<file path="src/rtl/rif_defs.vh">
`ifndef RIF_DEFS_VH
`define RIF_DEFS_VH
// Register byte offsets
`define RIF_OFF_NIBCNT 12'h09c
`define RIF_OFF_LOCK 12'h0a0
`define RIF_OFF_ICLR 12'h0a4
`define RIF_OFF_IEN 12'h0a8
`define RIF_OFF_IFLG 12'h0ac
`define RIF_OFF_IERR 12'h0b0
`define RIF_OFF_ICLRERR 12'h0b4
`define RIF_OFF_CTRL 12'h0c0
`define RIF_OFF_LIMIT 12'h0c4
`define RIF_OFF_COND 12'h0c8
// Field positions
`define RIF_LOCK_BIT 1
`define RIF_IRQ_HWF 0
`define RIF_IRQ_ENT 1
`define RIF_IRQ_FRQ 2
`define RIF_IRQ_INT 3
`define RIF_ERR_SIG 0
`define RIF_ERR_FSM 1
`define RIF_ERR_LOC 2
`define RIF_ERR_BUS 3
`define RIF_CTRL_PROGRAM_MODE 16
`define RIF_CTRL_ERRCLR 17
// Lockable control bits: [1:0],[3:2],[6],[7],[14]
`define RIF_CTRL_LOCKMASK 32'h000040cf
// Reset values
`define RIF_RST_ICLR 4'hf
`define RIF_RST_IEN 4'hf
`define RIF_RST_CTRL 32'h00010000
`define RIF_RST_LIMIT 32'h00000000
`endif

</file>
<file path="src/rtl/rif_top.v">
// Functional notes
// - Fh count high, Eh low, zero in program
// - Lock bit write-once, async reset only
// - Lock rejects writes to limit and to lockable ctrl bits
// - Clear bit 0 clears status, interrupt
// - Clear bit stays 0 until source drops
// - Writing 1 to clear bits does nothing
// - Bits 3..0 layout; clear bits reset 1
// - Mask 0 hides status until set
// - Raw condition always readable in condition register
// - Entropy ready after access; last word clears
// - Frequency failure sets its status
// - Any generator error sets hardware fault
// - Internal fault sets integrity status
// - Any integrity error raises severe event
// - Bus code mismatch sets error bit 3
// - Stored code mismatch sets bit 2
// - State copy mismatch sets bit 1
// - Integrity bits reset 0, upper reserved
// - Equal true/inverted copies set bit 0
// - Clear register: 1 clears (bit 1 needs a ctrl bit 17 write first), read errors
`timescale 1ns/100ps
`include "rif_defs.vh"
module rif_top (
  // Clock and resets
  input wire clk,
  input wire rst,
  input wire lockRstAsync,
  // APB slave
  input wire psel,
  input wire penable,
  input wire pwrite,
  input wire [11:0] paddr,
  input wire [31:0] pwdata,
  input wire [3:0] pwdataCode,
  output reg [31:0] prdata,
  output reg pready,
  output reg pslverr,
  // Generator events
  input wire sampleValid,
  input wire [3:0] sampleNibble,
  input wire entropyGenerated,
  input wire entropyAccessBit,
  input wire lastEntropyRead,
  input wire freqCheckFailure,
  input wire genError,
  input wire [3:0] fsmState,
  input wire [3:0] fsmStateCopy,
  input wire guardSig,
  input wire guardSigInv,
  // Outputs
  output reg irq,
  output reg severeEvent,
  output reg [31:0] ctrlOut
);
  ////////////////////////////////////////////////////////////////////
  reg lock_ff;
  reg [3:0] iclr_ff;
  reg [3:0] ien_ff;
  reg [3:0] iflg_ff;
  reg [3:0] ierr_ff;
  reg [31:0] ctrl_ff;
  reg [31:0] limit_ff;
  reg [3:0] limitCode_ff;
  reg entReady_ff;
  reg fsmHold_ff;
  reg [3:0] nxt_iclr;
  reg [3:0] nxt_iflg;
  reg [3:0] nxt_ierr;
  reg [31:0] rdata;
  reg rerr;
  wire [15:0] nibF;
  wire [15:0] nibE;
  wire [3:0] busCode;
  wire [3:0] limitCode;
  wire [3:0] src;
  wire access;
  wire wrEn;
  wire rdEn;
  wire program_mode;
  ////////////////////////////////////////////////////////////////////
  assign access = psel && penable && !pready;
  assign wrEn = access && pwrite;
  assign rdEn = access && !pwrite;
  assign program_mode = ctrl_ff[`RIF_CTRL_PROGRAM_MODE];
  assign src[`RIF_IRQ_HWF] = genError;
  assign src[`RIF_IRQ_ENT] = entReady_ff;
  assign src[`RIF_IRQ_FRQ] = freqCheckFailure;
  assign src[`RIF_IRQ_INT] = |ierr_ff;

  rif_nibble_count uCount (
    .clk(clk),
    .rst(rst),
    .sampleValid(sampleValid),
    .sampleNibble(sampleNibble),
    .countClear(program_mode),
    .nibbleFCount_ff(nibF),
    .nibbleECount_ff(nibE)
  );

  rif_edc uBusEdc (
    .data(pwdata),
    .code(busCode)
  );

  rif_edc uLocEdc (
    .data(limit_ff),
    .code(limitCode)
  );

  ////////////////////////////////////////////////////////////////////
  // Lock bit, cleared only by asynchronous reset
  always @(posedge clk or posedge lockRstAsync) begin
    if (lockRstAsync) begin
      lock_ff <= 1'b0;
    end else if (wrEn && paddr == `RIF_OFF_LOCK && pwdata[`RIF_LOCK_BIT]) begin
      lock_ff <= 1'b1;
    end
  end

  ////////////////////////////////////////////////////////////////////
  // Entropy ready flag
  always @(posedge clk) begin
    if (rst) begin
      entReady_ff <= 1'b0;
    end else if (entropyGenerated && entropyAccessBit && !program_mode) begin
      entReady_ff <= 1'b1;
    end else if (lastEntropyRead) begin
      entReady_ff <= 1'b0;
    end
  end

  ////////////////////////////////////////////////////////////////////
  // Interrupt clear, status and integrity next values
  always @* begin
    nxt_iclr = iclr_ff;
    nxt_iflg = iflg_ff;
    nxt_ierr = ierr_ff;
    // Clear bits return to 1 once source drops
    nxt_iclr = iclr_ff | ~src;
    if (wrEn && paddr == `RIF_OFF_ICLR) begin
      nxt_iclr = nxt_iclr & pwdata[3:0];
      nxt_iflg = iflg_ff & pwdata[3:0];
    end
    // Clear write wins over set; set gated by clear and enable bits
    nxt_iflg = nxt_iflg | (src & nxt_iclr & ien_ff);
    // Masked status cannot be reported
    nxt_iflg = nxt_iflg & ien_ff;
    // Entropy ready status drops once the last word has been read
    if (!entReady_ff) begin
      nxt_iflg[`RIF_IRQ_ENT] = 1'b0;
    end
    if (wrEn && paddr == `RIF_OFF_ICLRERR) begin
      nxt_ierr = ierr_ff & ~pwdata[3:0];
    end
    if (fsmHold_ff) begin
      nxt_ierr[`RIF_ERR_FSM] = ierr_ff[`RIF_ERR_FSM];
    end
    if (wrEn && (pwdataCode != busCode)) begin
      nxt_ierr[`RIF_ERR_BUS] = 1'b1;
    end
    if (limitCode != limitCode_ff) begin
      nxt_ierr[`RIF_ERR_LOC] = 1'b1;
    end
    if (fsmState != fsmStateCopy) begin
      nxt_ierr[`RIF_ERR_FSM] = 1'b1;
    end
    if (guardSig == guardSigInv) begin
      nxt_ierr[`RIF_ERR_SIG] = 1'b1;
    end
  end

  ////////////////////////////////////////////////////////////////////
  // Register writes
  always @(posedge clk) begin
    if (rst) begin
      iclr_ff <= `RIF_RST_ICLR;
      ien_ff <= `RIF_RST_IEN;
      iflg_ff <= 4'h0;
      ierr_ff <= 4'h0;
      ctrl_ff <= `RIF_RST_CTRL;
      limit_ff <= `RIF_RST_LIMIT;
      limitCode_ff <= 4'h0;
      fsmHold_ff <= 1'b1;
    end else begin
      iclr_ff <= nxt_iclr;
      iflg_ff <= nxt_iflg;
      ierr_ff <= nxt_ierr;
      if (wrEn && paddr == `RIF_OFF_IEN) begin
        ien_ff <= pwdata[3:0];
      end
      if (wrEn && paddr == `RIF_OFF_CTRL) begin
        if (lock_ff) begin
          ctrl_ff <= (ctrl_ff & `RIF_CTRL_LOCKMASK)
            | (pwdata & ~`RIF_CTRL_LOCKMASK);
        end else begin
          ctrl_ff <= pwdata;
        end
        // Error bit arms the state copy clear
        if (pwdata[`RIF_CTRL_ERRCLR]) begin
          fsmHold_ff <= 1'b0;
        end
      end else if (wrEn && paddr == `RIF_OFF_ICLRERR) begin
        fsmHold_ff <= 1'b1;
      end
      if (wrEn && paddr == `RIF_OFF_LIMIT && !lock_ff) begin
        limit_ff <= pwdata;
        limitCode_ff <= busCode;
      end
    end
  end

  ////////////////////////////////////////////////////////////////////
  // Read mux
  always @* begin
    rdata = 32'h00000000;
    rerr = 1'b0;
    case (paddr)
      `RIF_OFF_NIBCNT: rdata = program_mode ? 32'h00000000 : {nibF, nibE};
      `RIF_OFF_LOCK: rdata[`RIF_LOCK_BIT] = lock_ff;
      `RIF_OFF_ICLR: rdata[3:0] = iclr_ff;
      `RIF_OFF_IEN: rdata[3:0] = ien_ff;
      `RIF_OFF_IFLG: rdata[3:0] = iflg_ff;
      `RIF_OFF_IERR: rdata[3:0] = ierr_ff;
      `RIF_OFF_ICLRERR: rerr = 1'b1;
      `RIF_OFF_CTRL: rdata = ctrl_ff;
      `RIF_OFF_LIMIT: rdata = limit_ff;
      `RIF_OFF_COND: rdata[3:0] = src;
      default: rerr = 1'b1;
    endcase
  end

  ////////////////////////////////////////////////////////////////////
  // APB answer and outputs
  always @(posedge clk) begin
    if (rst) begin
      pready <= 1'b0;
      pslverr <= 1'b0;
      prdata <= 32'h00000000;
      irq <= 1'b0;
      severeEvent <= 1'b0;
      ctrlOut <= `RIF_RST_CTRL;
    end else begin
      pready <= access;
      pslverr <= access && (pwrite ? (paddr > `RIF_OFF_COND) || (paddr[1:0] != 2'b00) : rerr);
      prdata <= rdEn ? rdata : 32'h00000000;
      irq <= |nxt_iflg;
      severeEvent <= |nxt_ierr;
      ctrlOut <= ctrl_ff;
    end
  end
endmodule // rif_top

</file>
<file path="src/rtl/rif_nibble_count.v">
`timescale 1ns/100ps
`include "rif_defs.vh"
module rif_nibble_count (
  // Clock and reset
  input wire clk,
  input wire rst,
  // Sample nibbles
  input wire sampleValid,
  input wire [3:0] sampleNibble,
  input wire countClear,
  // Counts
  output reg [15:0] nibbleFCount_ff,
  output reg [15:0] nibbleECount_ff
);
  always @(posedge clk) begin
    if (rst || countClear) begin
      nibbleFCount_ff <= 16'h0000;
      nibbleECount_ff <= 16'h0000;
    end else if (sampleValid) begin
      if (sampleNibble == 4'hf) nibbleFCount_ff <= nibbleFCount_ff + 16'h0001;
      if (sampleNibble == 4'he) nibbleECount_ff <= nibbleECount_ff + 16'h0001;
    end
  end
endmodule // rif_nibble_count

</file>
<file path="src/rtl/rif_edc.v">
`timescale 1ns/100ps
module rif_edc (
  // Data in
  input wire [31:0] data,
  // Code out
  output wire [3:0] code
);
  genvar i;
  generate
    for (i = 0; i < 4; i = i + 1) begin : gLane
      assign code[i] = ^data[8*i+7:8*i];
    end
  endgenerate
endmodule // rif_edc

</file>
<file path="config.mk">
export PLATFORM = sky130hd
export DESIGN_NAME = rif_top
export DESIGN_NICKNAME = d
export VERILOG_FILES = /design/src/rtl/rif_top.v /design/src/rtl/rif_nibble_count.v /design/src/rtl/rif_edc.v
export VERILOG_INCLUDE_DIRS = /design/src /design/src/rtl
export SDC_FILE = /design/constraint.sdc
export NUM_CORES = 1
export LEC_CHECK = 0
export ABC_AREA = 1
export ABC_CLOCK_PERIOD_IN_PS = 3400
export BUFFER_PORTS_ARGS = -buffer_cell sky130_fd_sc_hd__clkbuf_2
export CORE_MARGIN = 10
export CORE_UTILIZATION = 57
export CTS_CLUSTER_SIZE = 25
export DETAILED_ROUTE_END_ITERATION = 7
export PLACE_DENSITY = 0.84
export SETUP_SLACK_MARGIN = 0.5
export SYNTH_ARGS = -nofsm -noshare
export SYNTH_HDL_FRONTEND = slang
export SYNTH_SLANG_ARGS = --single-unit
</file>
<file path="constraint.sdc">
create_clock -name clk -period 3.4 [get_ports clk]
set_clock_uncertainty 0.1 [all_clocks]
set_input_delay 0.34 -clock clk [delete_from_list [all_inputs] [get_ports clk]]
set_output_delay 0.34 -clock clk [all_outputs]
set_load 0.01 [all_outputs]
</file>
* Yosys cells after proc, flatten, opt, wreduce, memory -nomap -nowiden
Index checks and enable logic that the tools add are counted.
Storage, ports and cells: bits in registers 187, input port bits 74, logic and storage cells 113
Cells by class: add/sub/neg operators 2, $lt $le $gt $ge 1, eq/ne operators 17, multiplexer cells 22, bitwise operators 12, reduce and logical (&&, ||, !) cells 41
Operator list (number):
- $eq A12 B8 Y1 const B | 10
- $pmux W28 S3 | 1
- $mux W32 | 2
- $reduce_xor A8 Y1 | 8
- $add A16 B1 Y16 const B | 2
- $or A15 B32 Y32 | 1
- $and A4 B4 Y4 | 6
- $logic_and A1 B1 Y1 | 16
- $pmux W2 S8 | 1
- $mux W1 | 13
- $gt A12 B8 Y1 const B | 1
- $mux W4 | 3
- $ne A4 B4 Y1 | 3
- $reduce_or A4 Y1 | 3
- $pmux W1 S9 | 1
- $reduce_or A9 Y1 | 1
- $eq A4 B4 Y1 const B | 2
- $not A4 Y4 | 2
- $or A4 B4 Y4 | 2
- $pmux W1 S8 | 1
- $reduce_and A2 Y1 | 3
- $reduce_bool A2 Y1 | 3
- $logic_not A1 Y1 | 4
- $logic_or A1 B1 Y1 | 2
- other kinds (4) | 4

* Depth between registers and ports, before layout
Gate-level depths: netlist of run 1.
depth in word-level cells 11, gate-level depth with buffers 16, gate-level depth less buffers 16

* By module
Synthesis of run 1 repeated with hierarchy kept, for this count alone.
Second synthesis, totals: cell total of the unflattened synthesis 1457, area, all modules 9380.2 µm²
By module, submodules not included:
- rif_top | instances 1, cells an instance 825, area each 6258.5 µm²
- rif_nibble_count | instances 1, cells an instance 256, area each 1710.4 µm²
- rif_edc | instances 2, cells an instance 188, area each 705.7 µm²

* Worst setup path before layout of run 1
OpenSTA, ideal clock, no wires.
path kind input to register, start point in paddr[9], end point reg irq, arrival 1.516 ns, data required time 3.167 ns, slack 1.651 ns, stages on the path 10, path buffers 0, path through nor2_1 nand2_1 nor2_1 nand2_1 nor2_1 inv_1 o21ai_0 nand2_1 inv_1 a31oi_1
Between the ends: word-level cells in the longest chain between the ends 9, elaborated cells between the ends (all ways) 10
RTL lines:
- from (decl) | RTL line rif_top.v:33 | input wire [11:0] paddr,
- $eq A12 B8 Y1 *
- $logic_and A1 B1 Y1 (no source line) *
- $mux W4 | RTL line rif_top.v:141 | if (wrEn && paddr == `RIF_OFF_ICLR) begin
- $and A4 B4 Y4 (2 in a row) | RTL line rif_top.v:146 | nxt_iflg = nxt_iflg | (src & nxt_iclr & ien_ff);
- $or A4 B4 Y4 * | RTL line rif_top.v:146
- $and A4 B4 Y4 * | RTL line rif_top.v:148 | nxt_iflg = nxt_iflg & ien_ff;
- $mux W1 | RTL line rif_top.v:150 | if (!entReady_ff) begin
- $reduce_or A4 Y1 * | RTL line rif_top.v:247 | irq <= |nxt_iflg;
- to (signal assigned) | RTL line rif_top.v:247
- to (decl) | RTL line rif_top.v:52 | output reg irq,
Every way passes the cells marked *; elsewhere a longest branch is shown, timed or not. A chain may end at the register's enable or synchronous reset.

* Worst setup path in the final report of run 1
start point reg pready, end point reg ctrl_ff[14]
Between the ends: word-level cells in the longest chain between the ends 4
RTL lines:
- from (decl) | RTL line rif_top.v:37 | output reg pready,
- from (signal assigned) | RTL line rif_top.v:244 | pready <= access;
- $logic_not A1 Y1 | RTL line rif_top.v:82 | assign access = psel && penable && !pready;
- $logic_and A1 B1 Y1 | RTL line rif_top.v:82
- $logic_and A1 B1 Y1 | RTL line rif_top.v:83 | assign wrEn = access && pwrite;
- $logic_and A1 B1 Y1 (no source line)
- to (signal assigned) | RTL line rif_top.v:181 | ctrl_ff <= `RIF_RST_CTRL;
- to (signal assigned) | RTL line rif_top.v:194 | ctrl_ff <= (ctrl_ff & `RIF_CTRL_LOCKMASK)
- to (signal assigned) | RTL line rif_top.v:197 | ctrl_ff <= pwdata;
- to (decl) | RTL line rif_top.v:62 | reg [31:0] ctrl_ff;
No other way between the ends.

==> results by group, run 1 <==
Outcome
  – Outcome: finished clean

Floorplanning
  – Starting Density: 58.1%
  – FP Rows: 44
  – Top Ports: 142
  – Placeable Area: 14,500 sq um
  – Die Area: 20,000 sq um
  – Height of the die: 141 microns
  – Die X: 141 microns

Logic synthesis
  – Post-synth EDFFs: 0
  – Synth Instances: 1,213
  – Mux cell area share after synthesis: 0%
  – Compound-Gate Fraction of Synth Area: 17.1%
  – Post-synthesis sequential area ratio: 44.6%
  – FFs w/ async S/R, synth: 0.535%
  – Top_reg_cell synth: dfxtp_1
  – FF+latch count, synth: 187
  – Yosys warns: 0
  – Post-synthesis adder-cell area fraction: 0.297%
  – Syn_nets: 1,289
  – Synth Area in Simple Gates: 25.2%
  – Mapped cell area: 8410 sq um
  – Largest family of logic cells by synthesized area: simple AND/OR/NAND/NOR gates
  – Mean post-synth cell area: 6.94 sq um
  – Number of library cell types mapped by synthesis: 39
  – XOR/XNOR share of the synthesized area: 2.19%

Clock network
  – Clk slew on worst S/H paths: 0.07 ns
  – Post-cts resize count: 0
  – Clock buffer depth: 2
  – Num CTS Buffers: 17
  – Clk Latency, worst-skew pair: 0.44 ns
  – Clk sinks: 187
  – Clk root buf: clkbuf_16
  – Clock H-tree levels: 4
  – CTS tree: done

Final layout
  – Number of diodes: 0
  – Final core utilization: 68.3%
  – Commonest cells after routing, fill and taps aside: nand2_1 (295), dfxtp_1 (186), inv_1 (185)
  – P&R area growth vs syn: 17.5%
  – Layout cells sized above 1: 14.7%
  – Nets: 1,423
  – Number of fillers in the final layout: 1,207
  – Most common cell after layout, fill and taps aside: nand2_1

STA
  – Fin crit share: 67.1%
  – FMAX: 0.438 GHz
  – Final slew viol count: 0
  – RSZ-0062 raised after global routing: no
  – Headroom to the max-slew limit: 53.7%
  – Final Hold Viols: 0
  – Setup violators final: 0
  – Tmin final: 2.28 ns
  – Fin Setup TNS: 0 ns
  – Slew @ Worst Pin: 0.694 ns

Global routing
  – Global Route Usage Sum: 23.3%
  – GRT overflow: 0
  – Pin count of the biggest net entering global routing: 70
  – Initial antenna violation count: 0
  – First-pass GRT wire length: 38,200 microns
  – Vias in the first global route: 7,679

Routing
  – DR iter-0 viols: 1,303
  – Final ANT Viol Nets: 0
  – Via count: 8,482
  – Drt total wl: 23,800 microns
  – Pre-antenna DRT Iters: 5
  – Vias per cell: 5.49
  – DRC Markers: 0
  – WL/cell: 15.4 microns

Pwr
  – Worst vdd rail ir drop: 0.000376 V
  – Lkg Pwr: 4.66 nW
  – Logic pwr share: 5.8%
  – Switching share of power: 23.4%
  – Clock power share: 44.9%
  – PwrDens: 451 nW/um^2
  – Sequential share of power: 49.3%
  – Internal Power: 3.42 mW
  – Net Sw Power: 1.05 mW
  – Total power: 4.46 mW

Setup path
  – Crit path kind: reg -> reg
  – Critical Path RT: 3.68 ns
  – CP Launch Type: flip-flop
  – Critical path fanouts, max: 15
  – Endpoint type of the worst setup path: flip-flop
  – Worst endpoint data arrival time: 2.56 ns

Place
  – Port bufs: 141
  – Detailed placer's ending HPWL: 18,000 microns
  – Final GP Congestion: 0.998

Worst hold path
  – Tightest Hold Check Type: in -> reg

Job
  – Number of max-cap violations: 0
-- through the flow --
step	instance area (sq um)	worst slack, ns	cells	hold WS [ns]
final	9880	1.12	1544	0.0243
after CTS	9880	1.18	1544	0.0231
after detailed placement	9270	0.879	1510	0.0804
after floorplan	8410	1.65	1213	-0.0313
after global placement	9270	0.983	1510	0.0711
after global routing	9880	0.978	1544	0.0302
-- worst max-delay path, cell delays in order, from the launching register on --
cell	delay, ns
dfxtp_1	0.31
nor2_1	0.13
inv_1	0.08
nor2_2	0.28
inv_2	0.13
nor2_2	0.14
buf_4	0.23
inv_2	0.08
nor2_2	0.42
o21ai_0	0.17
a21oi_1	0.14
-- cell families (layout without fill, tap and decap cells) --
group / count (synthesis) / in the layout
flip-flops: 187 / 187
AO/OA/AOI/OAI: 261 / 261
adder cells (fa/ha/maj): 2 / 2
buffers and inverters: 230 / 377
XOR/XNOR: 21 / 21
AND/OR/NAND/NOR: 512 / 512
-- power groups by stage --
stage               clock network [mW]  registers [mW]  logic, mW
detailed placement                   0            2.25      0.253
CTS                               2.01            2.20      0.256
global route                      2.11            2.20      0.295
floorplan                            0            2.25      0.150
global placement                     0            2.25      0.245
finish                            2.00            2.20      0.257
-- worst paths after layout --
kind                                          start                  endpoint  slack (ns)  cells after the start
max                               pready$_SDFF_PP0_  ctrl_ff[14]$_SDFFE_PP0P_        1.12                     10
min                                entropyAccessBit  entReady_ff$_SDFFE_PP0P_        0.02                      3
max reg2reg                       pready$_SDFF_PP0_  ctrl_ff[14]$_SDFFE_PP0P_        1.12                     10
min reg2reg                ctrl_ff[30]$_SDFFE_PP0P_    ctrlOut[30]$_SDFF_PP0_        0.36                      2
max in group asynchronous              lockRstAsync       lock_ff$_DFFE_PP0P_        2.91                      3
min in group asynchronous              lockRstAsync       lock_ff$_DFFE_PP0P_        0.18                      3
-- registers in the layout, summed over array words and instances, names as in the netlist --
signal                  cells
pready                      1
lock_ff                     1
iclr_ff                     4
entReady_ff                 1
ctrlOut                    32
pslverr                     1
irq                         1
uCount.nibbleECount_ff     16
limitCode_ff                4
uCount.nibbleFCount_ff     16
fsmHold_ff                  1
ierr_ff                     4
prdata                     32
ien_ff                      4
severeEvent                 1
limit_ff                   32
iflg_ff                     4
ctrl_ff                    32
-- final cells by class --
| cell class | count | area [sq um] | area share, % |
|---|---|---|---|
| clock buffer | 20 | 457 | 4.62 |
| timing repair buffer | 155 | 828 | 8.38 |
| clock inverter | 12 | 141 | 1.43 |
| tap | 184 | 230 | 2.33 |
| inverter | 190 | 713 | 7.22 |
| sequential | 187 | 3750 | 37.9 |
| multi-input combinational | 796 | 3770 | 38.1 |
-- cell usage after synthesis, types with 13 or more instances --
master	n	area (sq um)
inv_1	185	694
buf_2	13	65.1
clkbuf_1	23	86.3
a21oi_1	97	485
a31oi_1	16	100
nor3_1	18	90.1
nor2_1	114	428
dfxtp_1	186	3720
nand3_1	59	295
nand2_1	295	1110
o21ai_0	101	505
o22ai_1	17	106
-- per-layer routing --
metal	share of wire [%]	vias to the layer above	track usage, %
met5	0	-	0
met3	11	55	6.01
met4	2.4	0	8.50
li1	-	4163	-
met1	43	3822	32.0
met2	44	442	34.5
-- repair_timing --
item,CTS,global route
buffers inserted,0,0
hold endpoints to repair,2,0
hold buffers,2,0
Power figures use the tool's default switching activity.
==> inputs of run 2 (changes only) <==
Settings changed: ABC_AREA 1 to 0, ABC_CLOCK_PERIOD_IN_PS 3400 to 2000, CORE_UTILIZATION 57 to 50, PLACE_DENSITY 0.84 to 0.79.
Clock period 3.4 ns to 2 ns, I/O delays scaled along.
==> results by group, run 2 <==
Logic synthesis
  – Post-synthesis sequential area ratio: 48.1% (was 44.6%)
  – FF+latch count, synth: 187 (unchanged)
  – Post-synth EDFFs: 0 (unchanged)
  – Mean post-synth cell area: 8.94 sq um (was 6.94 sq um)
  – Synth Instances: 872 (was 1,213)
  – FFs w/ async S/R, synth: 0.535% (unchanged)
  – Yosys warns: 0 (unchanged)
  – Synth area leader: dfxtp_1 (unchanged)
  – Yosys top cell area share: 47.7% (was 44.3%)
  – Number of library cell types mapped by synthesis: 65 (was 39)
  – Syn_nets: 948 (was 1,289)
  – Top_reg_cell synth: dfxtp_1 (unchanged)
  – Synth top cells by count: dfxtp_1 (186), nand2_1 (146), nor2_1 (89) (was nand2_1 (295), dfxtp_1 (186), inv_1 (185))
  – Synth top area cells: dfxtp_1 (48%), nand2_1 (7.0%), xnor2_1 (6.0%), a21oi_1 (4.9%), nor2_1 (4.3%) (was dfxtp_1 (44%), nand2_1 (13%), inv_1 (8.3%), o21ai_0 (6.0%), a21oi_1 (5.8%))
  – Mapped cell area: 7800 sq um (was 8410 sq um)
  – Count leader, synth: dfxtp_1 (was nand2_1)

STA
  – Post-route setup slack: -0.0933 ns (was 1.12 ns)
  – Slew @ Worst Pin: 0.797 ns (was 0.694 ns)
  – Worst hold margin: 0.0281 ns (was 0.0243 ns)
  – Setup violators final: 23 (was 0)
  – Fin Setup TNS: -0.947 ns (was 0 ns)
  – Tmin final: 2.09 ns (was 2.28 ns)
  – FMAX: 0.478 GHz (was 0.438 GHz)
  – Final slew viol count: 0 (unchanged)
  – RSZ-0062 raised after global routing: yes (was no)
  – Fin crit share: 105% (was 67.1%)
  – Final Hold Viols: 0 (unchanged)
  – Headroom to the max-slew limit: 46.9% (was 53.7%)

Place
  – Port bufs: 141 (unchanged)
  – Final GP Congestion: 0.922 (was 0.998)
  – Post-DP Area: 9220 sq um (was 9270 sq um)
  – Placed Cells: 1,242 (was 1,510)
  – Detailed placer's ending HPWL: 15,500 microns (was 18,000 microns)
  – Worst slack at placement: -0.235 ns (was 0.879 ns)

Global routing
  – GRT overflow: 0 (unchanged)
  – Vias in the first global route: 7,709 (was 7,679)
  – Initial antenna violation count: 0 (unchanged)
  – Pin count of the biggest net entering global routing: 75 (was 70)
  – Global Route Usage Sum: 24.2% (was 23.3%)
  – First-pass GRT wire length: 39,700 microns (was 38,200 microns)

Routing
  – Pre-antenna DRT Iters: 8 (was 5)
  – Drt total wl: 30,900 microns (was 23,800 microns)
  – WL met3: 3720 microns (was 2530 microns)
  – DRT met1 WL: 10,700 microns (was 10,300 microns)
  – Final ANT Viol Nets: 0 (unchanged)
  – DR iter-0 viols: 1,257 (was 1,303)
  – WL/cell: 22.8 microns (was 15.4 microns)
  – Vias per cell: 6.06 (was 5.49)
  – DRC Markers: 5 (was 0)
  – Uppermost layer routed: met4 (unchanged)
  – Via count: 8,185 (was 8,482)
  – Met2 WL: 14,400 microns (was 10,400 microns)

Final layout
  – Final core utilization: 77.5% (was 68.3%)
  – Layout cells sized above 1: 41.0% (was 14.7%)
  – Nets: 1,202 (was 1,423)
  – Layout Cells excl Fill: 1,351 (was 1,544)
  – Fin area: 11,800 sq um (was 9880 sq um)
  – P&R area growth vs syn: 51.7% (was 17.5%)
  – Most common cell after layout, fill and taps aside: dfxtp_1 (was nand2_1)
  – Number of fillers in the final layout: 790 (was 1,207)
  – Commonest cells after routing, fill and taps aside: dfxtp_1 (161), clkbuf_2 (139), nand2_1 (112) (was nand2_1 (295), dfxtp_1 (186), inv_1 (185))

Pwr
  – Clock power share: 46.9% (was 44.9%)
  – Total power: 8.31 mW (was 4.46 mW)
  – Sequential share of power: 45.0% (was 49.3%)
  – Internal Power: 6.32 mW (was 3.42 mW)
  – Lkg Pwr: 4.55 nW (was 4.66 nW)
  – PwrDens: 702 nW/um^2 (was 451 nW/um^2)
  – Logic pwr share: 8.1% (was 5.8%)
  – Net Sw Power: 1.98 mW (was 1.05 mW)
  – Switching share of power: 23.9% (was 23.4%)
  – Worst vdd rail ir drop: 0.000608 V (was 0.000376 V)

Setup path
  – Endpoint type of the worst setup path: flip-flop (unchanged)
  – Critical Path RT: 2.27 ns (was 3.68 ns)
  – Critical path fanouts, max: 4 (was 15)
  – CP Launch Type: flip-flop (unchanged)
  – R2r setup slk: -0.09 ns (was 1.12 ns)
  – Worst endpoint data arrival time: 2.36 ns (was 2.56 ns)
  – Crit path kind: reg -> reg (unchanged)
  – CP Cell Sequence: nand4b_1 -> buf_4 -> nor3_4 -> and3_4 -> buf_12 -> buf_8 -> nand2_4 -> a21oi_2 (was nor2_1 -> inv_1 -> nor2_2 -> inv_2 -> nor2_2 -> buf_4 -> inv_2 -> nor2_2 -> o21ai_0 -> a21oi_1)
  – Critical path's largest stage delay: 0.32 ns (was 0.42 ns)
  – CP max stage cell: dfxtp_2 (was nor2_2)

Floorplanning
  – Top Ports: 142 (unchanged)
  – Placeable Area: 15,300 sq um (was 14,500 sq um)
  – Height of the die: 145 microns (was 141 microns)
  – Starting Density: 51.1% (was 58.1%)
  – Die X: 145 microns (was 141 microns)
  – FP Rows: 45 (was 44)
  – Die Area: 21,000 sq um (was 20,000 sq um)

Clock network
  – Clk slew on worst S/H paths: 0.07 ns (about the same)
  – Clk root buf: clkbuf_16 (unchanged)
  – Clock buffer depth: 2 (unchanged)
  – Clk sinks: 187 (unchanged)
  – Num CTS Buffers: 17 (unchanged)
  – Clock H-tree levels: 4 (unchanged)
  – CTS tree: done (unchanged)
  – Clk Latency, worst-skew pair: 0.44 ns (about the same)

Outcome
  – Outcome: finished with violations (was finished clean)
  – Failing checks: DRC, setup timing

Worst hold path
  – Tightest Hold Check Type: in -> reg (unchanged)

Job
  – Number of max-cap violations: 0 (unchanged)
run 2: path summary, 6_finish.rpt:
kind,startpoint,end,cells past startpoint
worst max-delay path,pready$_SDFF_PP0_,ctrl_ff[29]$_SDFFE_PP0P_,8
worst min-delay path,pwrite,pslverr$_SDFF_PP0_,3
max in group asynchronous,lockRstAsync,lock_ff$_DFFE_PP0P_,3
worst max register to register,pready$_SDFF_PP0_,ctrl_ff[29]$_SDFFE_PP0P_,8
min in group asynchronous,lockRstAsync,lock_ff$_DFFE_PP0P_,3
worst min register to register,fsmHold_ff$_SDFFE_PP1P_,fsmHold_ff$_SDFFE_PP1P_,1
run 2: routing by layer:
| metal | GRT usage (%) | up-vias |
|---|---|---|
| met5 | 0 | - |
| met4 | 9.89 | 0 |
| met3 | 6.62 | 191 |
| met2 | 40.2 | 654 |
| met1 | 28.9 | 3831 |
| li1 | - | 3509 |
run 2: kinds of logic (layout without fill, tap and decap cells):
logic type | after synthesis | count (layout) | synth area share (%)
xor+xnor | 92 | 92 | 11.4
buf+inv | 64 | 331 | 3.27
flops | 187 | 187 | 48.1
compound gates | 167 | 167 | 14.3
other cells | 0 | 1 | 0
simple gates | 353 | 353 | 21.5
mux | 7 | 7 | 1.11
fa+ha+maj | 2 | 2 | 0.321
run 2: layout make-up:
cell class              instances  area [sq um]  area share, %
diodes                          1          2.50         0.0212
multi-input cells             621          4740           40.1
clock buffers                  18           439           3.71
repair buffers                289          2300           19.4
well taps                     211           264           2.23
flip-flops and latches        187          3810           32.2
clock inverters                14           233           1.97
inverters                      10          37.5          0.317
run 2: power by group through the flow:
stage                     Clock [mW]  Sequential, mW  Combinational [mW]
after floorplan                    0            3.83               0.299
after global placement             0            3.83               0.531
after detailed placement           0            3.83               0.536
after CTS                       3.85            3.74               0.609
after global routing            4.04            3.74               0.717
final                           3.90            3.74               0.677
run 2: what timing repair did:
item,in CTS,in global routing
endpoints found under the hold margin,59,0
gates resized for setup,128,145
endpoints found under the setup margin,136,136
pin swaps,40,48
cloned,7,3
buffers inserted,14,21
hold buffers,31,0
run 2: worst max-delay path, delay by kind of cell (launching register included):
kind / cells / cell delay [ns]
AND/OR/NAND/NOR: 4 / 0.90
buffers and inverters: 3 / 0.52
flip-flops: 1 / 0.32
AO/OA/AOI/OAI: 1 / 0.17
